==> config.mk <==
export PLATFORM = sky130hd
export DESIGN_NAME = gcm_clock_mux
export DESIGN_NICKNAME = d
export VERILOG_FILES = /design/src/logic/gcm_pkg.sv /design/src/logic/gcm_clock_mux.sv
export SDC_FILE = /design/constraint.sdc
export NUM_CORES = 1
export LEC_CHECK = 0
export ABC_AREA = 1
export BUFFER_PORTS_ARGS = -buffer_cell sky130_fd_sc_hd__buf_2
export CORE_MARGIN = 2
export CORE_UTILIZATION = 55
export DETAILED_ROUTE_END_ITERATION = 8
export GPL_TIMING_DRIVEN = 0
export PLACE_DENSITY_LB_ADDON = 0.2
export SYNTH_ARGS = -nofsm -noshare
export SYNTH_HDL_FRONTEND = slang
export SYNTH_SLANG_ARGS = --single-unit
==> constraint.sdc <==
create_clock -name mclk_i -period 4 [get_ports mclk_i]
set_input_delay 0.6 -clock mclk_i [delete_from_list [all_inputs] [get_ports mclk_i]]
set_output_delay 0.6 -clock mclk_i [all_outputs]
set_load 0.02 [all_outputs]
==> src/logic/gcm_pkg.sv <==
// gcm_pkg: constants for the glitch-free clock selector
// assumes: single 10 MHz system clock, inputs already in its domain
package gcm_pkg;
  // --------------------------------------------------------------
  // select encoding and reset values
  // --------------------------------------------------------------
  localparam logic SEL_A        = 1'b0;
  localparam logic SEL_B        = 1'b1;
  localparam logic SEL_RST      = 1'b1;  // open select reads high
  localparam logic OUT_RST      = 1'b0;
  // --------------------------------------------------------------
  // timing
  // --------------------------------------------------------------
  localparam int   CLK_NS       = 100;
  localparam int   POR_NS       = 1600;  // power-on hold time
  localparam int   POR_CYC      = (POR_NS + CLK_NS - 1) / CLK_NS;
  localparam int   POR_W        = $clog2(POR_CYC + 1);
  localparam int   DC_LIM       = 8;     // cycles without edge = dead
  localparam int   DC_W         = $clog2(DC_LIM + 1);
  // switchover state
  typedef enum logic [1:0] {
    GCM_RUN,
    GCM_WAIT_LOW,
    GCM_WAIT_NEW
  } gcm_state_e;
endpackage : gcm_pkg

==> src/logic/gcm_clock_mux.sv <==
// gcm_clock_mux: 2:1 clock selector with 1:2 fanout and runt suppression
// assumes: clock inputs are sampled, synchronous to mclk_i
// Behaviour
// - pass exactly one of two clocks
// - select low gives A, high gives B
// - two output pairs carry same clock
// - true and complement outputs always opposite
// - no shortened phase during switchover
// - dead selected input holds outputs stable
// - unconnected select reads high, picks B
// - power-on reset initialises switchover logic
// - timing pin tied high disables suppression
`timescale 1ns/1ps
module gcm_clock_mux
  import gcm_pkg::*;
(
  // clock and reset
  input  wire logic mclk_i,
  input  wire logic arst_n_i,
  // clock inputs
  input  wire logic clk_in_a_i,
  input  wire logic clk_in_b_i,
  // control
  input  wire logic sel_i,
  input  wire logic sel_open_i,
  input  wire logic por_timing_pin_i,
  // outputs
  output logic      clk_out_pair_a_p_o,
  output logic      clk_out_pair_a_n_o,
  output logic      clk_out_pair_b_p_o,
  output logic      clk_out_pair_b_n_o,
  output logic      dc_input_guard_o
);

  // ------------------------------------------------------------
  // selection helpers
  // ------------------------------------------------------------
  function automatic logic pick(input logic s, input logic a,
                                input logic b);
    return (s == SEL_B) ? b : a;
  endfunction : pick

  logic           sel_eff;
  logic           runt_suppress;
  logic           por_done_r;
  logic [POR_W-1:0] por_cnt_r;
  gcm_state_e     state_r;
  logic           cur_sel_r;
  logic           pend_sel_r;
  logic           a_q_r;
  logic           b_q_r;
  logic [DC_W-1:0] dc_cnt_r;
  logic           out_r;
  logic           out_nxt;
  logic           cur_lvl;
  logic           new_lvl;
  logic           dead;
  logic           live;
  logic           hold_dead;
  logic           new_fell;

  assign sel_eff = sel_open_i ? SEL_B : sel_i;
  assign runt_suppress = ~por_timing_pin_i;
  assign cur_lvl = pick(cur_sel_r, clk_in_a_i, clk_in_b_i);
  assign new_lvl = pick(pend_sel_r, clk_in_a_i, clk_in_b_i);
  assign dead    = (dc_cnt_r == DC_W'(DC_LIM));
  // a revived input is followed from its first edge, not one late
  assign live      = (cur_lvl != pick(cur_sel_r, a_q_r, b_q_r));
  assign hold_dead = dead && !live;
  // edge, not level: the new clock's first low phase is whole
  assign new_fell  = !new_lvl && pick(pend_sel_r, a_q_r, b_q_r);

  // ------------------------------------------------------------
  // power-on timer
  // ------------------------------------------------------------
  always_ff @(posedge mclk_i or negedge arst_n_i) begin
    if (!arst_n_i) begin
      por_cnt_r  <= '0;
      por_done_r <= 1'b0;
    end else if (!por_done_r) begin
      por_cnt_r  <= por_cnt_r + POR_W'(1);
      por_done_r <= (por_cnt_r == POR_W'(POR_CYC - 1));
    end
  end

  // ------------------------------------------------------------
  // dead input detector: no edge on selected clock
  // ------------------------------------------------------------
  always_ff @(posedge mclk_i or negedge arst_n_i) begin
    if (!arst_n_i) begin
      a_q_r    <= 1'b0;
      b_q_r    <= 1'b0;
      dc_cnt_r <= '0;
    end else begin
      a_q_r <= clk_in_a_i;
      b_q_r <= clk_in_b_i;
      if (live)
        dc_cnt_r <= '0;
      else if (!dead)
        dc_cnt_r <= dc_cnt_r + DC_W'(1);
    end
  end

  // ------------------------------------------------------------
  // switchover state machine
  // ------------------------------------------------------------
  // parking low costs up to one cycle of each clock, but
  // every emitted phase is full width
  always_ff @(posedge mclk_i or negedge arst_n_i) begin
    if (!arst_n_i) begin
      state_r    <= GCM_RUN;
      cur_sel_r  <= SEL_RST;
      pend_sel_r <= SEL_RST;
    end else if (!por_done_r || !runt_suppress) begin
      state_r    <= GCM_RUN;
      cur_sel_r  <= sel_eff;
      pend_sel_r <= sel_eff;
    end else begin
      unique case (state_r)
        GCM_RUN: begin
          if (sel_eff != cur_sel_r) begin
            pend_sel_r <= sel_eff;
            // level emitted now decides: a fresh high must finish
            state_r    <= (out_nxt && !hold_dead) ? GCM_WAIT_LOW
                                                  : GCM_WAIT_NEW;
          end
        end
        GCM_WAIT_LOW: begin
          if (!cur_lvl || hold_dead)
            state_r <= GCM_WAIT_NEW;
        end
        GCM_WAIT_NEW: begin
          if (new_fell) begin
            cur_sel_r <= pend_sel_r;
            state_r   <= GCM_RUN;
          end
        end
      endcase
    end
  end

  // ------------------------------------------------------------
  // output level
  // ------------------------------------------------------------
  always_comb begin
    out_nxt = out_r;
    if (!runt_suppress)
      out_nxt = pick(sel_eff, clk_in_a_i, clk_in_b_i);
    else if (!por_done_r)
      out_nxt = OUT_RST;
    else if (state_r == GCM_WAIT_NEW)
      out_nxt = 1'b0;
    else if (state_r == GCM_WAIT_LOW)
      out_nxt = cur_lvl;
    else if (!hold_dead)
      out_nxt = cur_lvl;
    // dead input: hold last level, no toggling
  end

  always_ff @(posedge mclk_i or negedge arst_n_i) begin
    if (!arst_n_i) begin
      out_r              <= OUT_RST;
      clk_out_pair_a_p_o <= OUT_RST;
      clk_out_pair_a_n_o <= ~OUT_RST;
      clk_out_pair_b_p_o <= OUT_RST;
      clk_out_pair_b_n_o <= ~OUT_RST;
      dc_input_guard_o   <= 1'b0;
    end else begin
      out_r              <= out_nxt;
      clk_out_pair_a_p_o <= out_nxt;
      clk_out_pair_a_n_o <= ~out_nxt;
      clk_out_pair_b_p_o <= out_nxt;
      clk_out_pair_b_n_o <= ~out_nxt;
      dc_input_guard_o   <= dead && runt_suppress;
    end
  end

  // ------------------------------------------------------------
  // checks
  // ------------------------------------------------------------
  property p_pairs_equal;
    @(posedge mclk_i) disable iff (!arst_n_i)
      clk_out_pair_a_p_o == clk_out_pair_b_p_o;
  endproperty
  a_pairs_equal: assert property (p_pairs_equal)
    else $error("output pairs differ");

  property p_compl;
    @(posedge mclk_i) disable iff (!arst_n_i)
      clk_out_pair_a_p_o != clk_out_pair_a_n_o &&
      clk_out_pair_b_p_o != clk_out_pair_b_n_o;
  endproperty
  a_compl: assert property (p_compl)
    else $error("true and complement equal");

  property p_plain_mux;
    @(posedge mclk_i) disable iff (!arst_n_i)
      (por_timing_pin_i && !sel_open_i) |=>
        clk_out_pair_a_p_o == ($past(sel_i) ? $past(clk_in_b_i)
                                            : $past(clk_in_a_i));
  endproperty
  a_plain_mux: assert property (p_plain_mux)
    else $error("plain selector output wrong");

  property p_open_sel;
    @(posedge mclk_i) disable iff (!arst_n_i)
      (por_timing_pin_i && sel_open_i) |=>
        clk_out_pair_a_p_o == $past(clk_in_b_i);
  endproperty
  a_open_sel: assert property (p_open_sel)
    else $error("open select did not pick b");

  property p_park_low;
    @(posedge mclk_i) disable iff (!arst_n_i)
      (state_r == GCM_WAIT_NEW && runt_suppress && por_done_r)
        |=> !clk_out_pair_a_p_o;
  endproperty
  a_park_low: assert property (p_park_low)
    else $error("output not parked low");

  property p_no_runt;
    @(posedge mclk_i) disable iff (!arst_n_i)
      (runt_suppress && por_done_r && state_r == GCM_WAIT_NEW &&
       new_fell) |=> (state_r == GCM_RUN && cur_sel_r == $past(pend_sel_r));
  endproperty
  a_no_runt: assert property (p_no_runt)
    else $error("switch not taken at new low phase");

  property p_dead_hold;
    @(posedge mclk_i) disable iff (!arst_n_i)
      (runt_suppress && por_done_r && state_r == GCM_RUN && hold_dead)
        |=> $stable(clk_out_pair_a_p_o);
  endproperty
  a_dead_hold: assert property (p_dead_hold)
    else $error("output toggled on dead input");

  property p_por;
    @(posedge mclk_i) disable iff (!arst_n_i)
      (runt_suppress && !por_done_r) |=>
        (state_r == GCM_RUN && !clk_out_pair_a_p_o);
  endproperty
  a_por: assert property (p_por)
    else $error("state not held during power-on");

endmodule : gcm_clock_mux

# Yosys cells after proc, flatten, opt, wreduce, memory -nomap -nowiden
# Cells that the tools add are included.
[word_totals]
ff_bits = 19
latch_bits = 0
ram_bits = 0
romBits = 0
input_bits = 7
output_inout_bits = 5
word_cells = 70
n_memories = 0
[op_classes]
addsub = 2
mul = 0
n_div = 0
n_lt_le_gt_ge = 0
n_eq_ne = 10
n_shift = 0
n_mux = 26
bitwise = 2
reduce_logical = 19
[op_table]
columns = ["operator", "count"]
rows = [
  ["$mux 1", 18],
  ["$mux 2", 5],
  ["$ne 3x3->1 const B", 3],
  ["$mux 4", 2],
  ["$reduce_bool 2->1", 4],
  ["$pmux 2 s3", 1],
  ["$add 5x1->5 const B", 1],
  ["$eq 5x4->1 const B", 1],
  ["$logic_not 1->1", 5],
  ["$add 4x1->4 const B", 1],
  ["$eq 4x4->1 const B", 1],
  ["$logic_and 1x1->1", 4],
  ["$reduce_and 2->1", 2],
  ["$reduce_and 3->1", 1],
  ["$eq 2x1->1 const B", 1],
  ["$eq 2x2->1 const B", 1],
  ["$logic_not 2->1", 1],
  ["$logic_or 1x1->1", 2],
  ["$ne 1x1->1", 2],
  ["$ne 2x1->1 const B", 1],
  ["$not 1->1", 2],
]

# Depth between registers and ports, before layout
[logic_depth]
word_depth = 14
ltp_mapped = 11
ltp_nobuf = 11

# Least setup slack after synthesis
# Ideal clock, no wire load.
[synth_timing]
path_kind = "input port to flip-flop"
start = "input por_timing_pin_i"
end = "register state_r[1]"
setup_time_ns = 0.116
arrival_time_ns = 1.325
t_required_ns = 3.884
slack_ns = 2.559
cell_stages = 9
n_path_buf = 0
path_cell_list = "nor2_8 > inv_2 > or2_1 > nor2_1 > nand2_1 > nand2_2 > nand2_1 > nand2_1 > nand2_1"
[synth_between]
elab_chain_cells = 6
word_cells_on_any_way = 11
classes_between = "3 x eq/ne; 5 x mux; 3 x reduce/logical"
[synth_rtl]
columns = ["item", "line", "text"]
rows = [
  ["from (decl)", "gcm_clock_mux.sv:26", "input wire logic por_timing_pin_i,"],
  ["$mux 1", "gcm_clock_mux.sv:147", "if (!runt_suppress)"],
  ["named net out_nxt", "gcm_clock_mux.sv:54", "logic out_nxt;"],
  ["$logic_and 1x1->1", "gcm_clock_mux.sv:124", "state_r <= (out_nxt && !hold_dead) ? GCM_WAIT_LOW"],
  ["$mux 2", "gcm_clock_mux.sv:124", ""],
  ["$mux 2", "gcm_clock_mux.sv:121", "if (sel_eff != cur_sel_r) begin"],
  ["$pmux 2 s3", "gcm_clock_mux.sv:119", "unique case (state_r)"],
  ["$mux 2", "gcm_clock_mux.sv:114", "end else if (!por_done_r || !runt_suppress) begin"],
  ["to (signal assigned)", "gcm_clock_mux.sv:124", ""],
  ["to (decl)", "gcm_clock_mux.sv:47", "gcm_state_e state_r;"],
]
# The timed path passes the listed nets, and every way through them passes these cells. The select of a mux whose other input is x is not followed.
# A chain may end at the register's enable or synchronous reset.

# Final worst setup path
[layout_timing]
start = "register clk_out_pair_b_n_o"
end = "output clk_out_pair_b_n_o"
[layout_rtl]
columns = ["item", "line", "text"]
rows = [
  ["from (decl)", "gcm_clock_mux.sv:31", "output logic clk_out_pair_b_n_o,"],
  ["from (signal assigned)", "gcm_clock_mux.sv:166", "clk_out_pair_b_n_o <= ~OUT_RST;"],
  ["from (signal assigned)", "gcm_clock_mux.sv:173", "clk_out_pair_b_n_o <= ~out_nxt;"],
]
# No word-level cell between the ends.

==> impl_metrics.xml <==
<?xml version="1.0" encoding="UTF-8"?>
<metrics>
  <group name="setup_path">
    <metric name="worstPathRequired" unit="ps">3400</metric>
    <metric name="timing_worst_setup_path_type" unit="">reg2out</metric>
    <metric name="cp_top_family" unit="">flip-flops</metric>
    <metric name="critical-path-max-stage-delay" unit="ps">550</metric>
    <metric name="setup.worst_path.end_class" unit="">output port</metric>
    <metric name="worstPathBufferInverterCount" unit="">2</metric>
    <metric name="timing.critical_path.cells" unit="">buf_4 &gt; buf_2</metric>
    <metric name="r2r_slack" unit="ps">2410</metric>
    <metric name="crit_slowest_cell" unit="">sky130_fd_sc_hd__dfstp_2</metric>
    <metric name="timing.critical_path.arrival" unit="ps">1090</metric>
    <metric name="cp_max_fo" unit="">2</metric>
    <metric name="critical_path.startpoint_type" unit="">flop</metric>
  </group>
  <group name="timing">
    <metric name="min_period_over_period" unit="%">42.2</metric>
    <metric name="fmax" unit="MHz">592</metric>
    <metric name="slew_headroom" unit="%">71.4</metric>
    <metric name="setup_viol" unit="">0</metric>
    <metric name="rsz0062_at_grt" unit="">no</metric>
    <metric name="finalHoldViolations" unit="">0</metric>
    <metric name="timing.final.crit_period" unit="ps">1690</metric>
    <metric name="transition_time_of_the_tightest_slew_check_pin" unit="ps">429</metric>
    <metric name="final.setup.tns" unit="ps">0</metric>
    <metric name="clock_skew" unit="ps">5.60</metric>
    <metric name="report.final.slew_viol_count" unit="">0</metric>
  </group>
  <group name="min_path">
    <metric name="worstHoldPathType" unit="">in2async</metric>
  </group>
  <group name="synth">
    <metric name="synth-seq-area-share" unit="%">44.1</metric>
    <metric name="synth.net_count" unit="">145</metric>
    <metric name="syn_inst" unit="">131</metric>
    <metric name="synth_area_leader_cell" unit="">sky130_fd_sc_hd__dfrtp_1</metric>
    <metric name="yosys.area.top_type_share" unit="%">36.8</metric>
    <metric name="synth.lib_cells_used.distinct" unit="">24</metric>
    <metric name="yosysWarningCount" unit="">0</metric>
    <metric name="synth.ff_latch_count" unit="">19</metric>
    <metric name="synth_area_leaders" unit="">sky130_fd_sc_hd__dfrtp_1 (37%), sky130_fd_sc_hd__nand2_1 (12%), sky130_fd_sc_hd__ha_1 (8.1%)</metric>
    <metric name="syn_area_per_cell" unit="µm²">8.30</metric>
    <metric name="synthesis.area" unit="µm²">1090</metric>
  </group>
  <group name="clocking">
    <metric name="post-cts-setup-buffers" unit="">0</metric>
    <metric name="cts-buffers-inserted" unit="">3</metric>
    <metric name="post_cts_hold_buffer_count" unit="">0</metric>
    <metric name="tritoncts" unit="">yes</metric>
    <metric name="clock_sink_count" unit="">19</metric>
    <metric name="root_buffer" unit="">sky130_fd_sc_hd__clkbuf_4</metric>
    <metric name="insertion_delay" unit="ps">310</metric>
    <metric name="ctsResizeCount" unit="">0</metric>
    <metric name="clkTransAtPathRegs" unit="ps">120</metric>
    <metric name="cts.path.max_buffers" unit="">2</metric>
    <metric name="h-tree-depth" unit="">1</metric>
  </group>
  <group name="pwr">
    <metric name="power_leakage" unit="nW">0.635</metric>
    <metric name="power-per-cell-area" unit="nW/µm²">493</metric>
    <metric name="vdd.ir_drop.worst" unit="mV">0.268</metric>
  </group>
  <group name="drt">
    <metric name="antenna_violating_nets_post_route" unit="">0</metric>
    <metric name="remaining_drc_errors" unit="">0</metric>
    <metric name="vias" unit="">863</metric>
    <metric name="wl" unit="µm">1930</metric>
    <metric name="average_wire_per_cell_in_the_routed_design" unit="µm">11.2</metric>
    <metric name="detailedRoute.firstIterationViolations" unit="">21</metric>
    <metric name="detail_route.vias_per_cell" unit="">4.99</metric>
    <metric name="drt_pre_antenna_iters" unit="">4</metric>
  </group>
  <group name="layout">
    <metric name="area_delta_synth_final" unit="%">10.9</metric>
    <metric name="layout.core_utilization" unit="%">62.8</metric>
    <metric name="drive_gt1_share" unit="%">21.2</metric>
    <metric name="antenna-diode-count" unit="">0</metric>
    <metric name="final_cell_area" unit="µm²">1210</metric>
    <metric name="fin_cells" unit="">173</metric>
    <metric name="finalNetCount" unit="">161</metric>
  </group>
  <group name="placed_design">
    <metric name="placement.io_buffers" unit="">11</metric>
    <metric name="place_inst" unit="">169</metric>
    <metric name="routabilityCongestion" unit="">0.874</metric>
    <metric name="hpwl" unit="µm">1420</metric>
    <metric name="placed_area" unit="µm²">1180</metric>
  </group>
  <group name="global_routing">
    <metric name="groute.layer.met1.usage" unit="%">24.7</metric>
    <metric name="globalRoute.busiestLayer" unit="">met2</metric>
    <metric name="first_global_vias" unit="">786</metric>
    <metric name="groute.layer.met3.usage" unit="%">2.78</metric>
    <metric name="antenna_found_initial" unit="">0</metric>
    <metric name="grt_first_pass_wirelength" unit="µm">3380</metric>
    <metric name="grt.overflow.total" unit="">0</metric>
    <metric name="grt_start_max_net_pins" unit="">20</metric>
    <metric name="gr_usage_total" unit="%">18.7</metric>
    <metric name="grt_util_met2" unit="%">29.6</metric>
  </group>
  <group name="floorplan">
    <metric name="core_area" unit="µm²">1920</metric>
    <metric name="die_area" unit="µm²">2350</metric>
    <metric name="io-pin-count" unit="">12</metric>
    <metric name="start_util" unit="%">56.6</metric>
    <metric name="die_height" unit="µm">48.5</metric>
    <metric name="placementRows" unit="">16</metric>
    <metric name="die-width" unit="µm">48.5</metric>
  </group>
  <group name="outcome">
    <metric name="status" unit="">finished, final reports clean</metric>
  </group>
  <group name="run">
    <metric name="maxCapViolCount" unit="">0</metric>
  </group>
</metrics>
[registers in the layout (all words and copies together) (netlist names)]
name,cells
dc_input_guard_o,1
cur_sel_r,1
por_cnt_r,5
pend_sel_r,1
a_q_r,1
out_r,1
state_r,2
dc_cnt_r,4
clk_out_pair_b_n_o,1
por_done_r,1
b_q_r,1
[synthesized netlist by cell type]
cell type	n
sky130_fd_sc_hd__nand2_1	34
sky130_fd_sc_hd__inv_1	17
sky130_fd_sc_hd__dfrtp_1	16
sky130_fd_sc_hd__nand3_1	8
sky130_fd_sc_hd__nor2_1	8
sky130_fd_sc_hd__ha_1	7
sky130_fd_sc_hd__inv_2	5
sky130_fd_sc_hd__nand4_1	5
sky130_fd_sc_hd__dfstp_2	3
sky130_fd_sc_hd__nand2_2	3
sky130_fd_sc_hd__o21ai_0	3
sky130_fd_sc_hd__o21ai_1	3
sky130_fd_sc_hd__xor2_1	3
sky130_fd_sc_hd__a21oi_1	2
sky130_fd_sc_hd__buf_4	2
sky130_fd_sc_hd__nor2_8	2
sky130_fd_sc_hd__nor3_1	2
sky130_fd_sc_hd__xnor2_1	2
sky130_fd_sc_hd__a211oi_1	1
sky130_fd_sc_hd__a31oi_1	1
sky130_fd_sc_hd__nand3b_1	1
sky130_fd_sc_hd__o211ai_1	1
sky130_fd_sc_hd__or2_1	1
sky130_fd_sc_hd__or2_2	1
[stage by stage]
step	worst slack, ps	hold slack (ps)	power, W
after floorplan	2560	304	0.000435
after global placement	2280	465	0.000482
after detailed placement	2270	472	0.000492
after CTS	2300	214	0.000596
after global routing	2180	229	0.000641
final	2310	207	0.000594
[area by class of cell]
cell class                 count  area, µm²
fill                         186        716
clock inverter                 1       7.51
inverter                      22       82.6
timing repair buffer          11       55.1
buffer                         2       15.0
tap                           27       33.8
sequential                    19        479
clock buffer                   3       22.5
multi-input combinational     88        510
[layer usage]
| metal | routed length (µm) | vias to the layer above |
|---|---|---|
| li1 | - | 447 |
| met1 | 921 | 398 |
| met2 | 902 | 13 |
| met3 | 54 | 5 |
| met4 | 56 | 0 |
| met5 | 0 | - |
[path summary, 6_finish.rpt]
kind                                    startpoint                 end  depth (start not counted)
worst max-delay path            clk_out_pair_b_n_o  clk_out_pair_b_n_o                          2
worst min-delay path                      arst_n_i         dc_cnt_r[3]                          1
worst max register to register         dc_cnt_r[0]          state_r[0]                          9
worst min register to register        por_cnt_r[4]        por_cnt_r[4]                          2
max in group asynchronous                 arst_n_i          pend_sel_r                          1
min in group mclk_i                     clk_in_a_i               a_q_r                          1
[cells by family (layout without fill, tap and decap cells)]
group	count (synthesis)	in the layout	synth area share [%]
adder cells (fa/ha/maj)	7	7	8.05
flip-flops	19	19	44.1
AO/OA/AOI/OAI	11	11	5.64
buffers and inverters	24	39	8.98
XOR/XNOR	5	5	4.03
AND/OR/NAND/NOR	65	65	29.2
[cells in the final DEF (no fill, tap or decap), types with 3 or more instances in the layout]
cell                        n
sky130_fd_sc_hd__inv_2      5
sky130_fd_sc_hd__o21ai_0    3
sky130_fd_sc_hd__dfstp_2    3
sky130_fd_sc_hd__xor2_1     3
sky130_fd_sc_hd__nand4_1    5
sky130_fd_sc_hd__nor2_1     8
sky130_fd_sc_hd__buf_2     11
sky130_fd_sc_hd__nand2_1   34
sky130_fd_sc_hd__o21ai_1    3
sky130_fd_sc_hd__ha_1       7
sky130_fd_sc_hd__clkbuf_4   3
sky130_fd_sc_hd__nand2_2    3
sky130_fd_sc_hd__dfrtp_1   16
sky130_fd_sc_hd__nand3_1    8
sky130_fd_sc_hd__inv_1     17
[power by group]
| part | switching, W | internal [W] |
|---|---|---|
| clock | 0.0000653 | 0.0000382 |
| combinational | 0.000142 | 0.0000839 |
| sequential | 0.0000329 | 0.000232 |
Note: power is estimated with default switching activity, not from simulation.
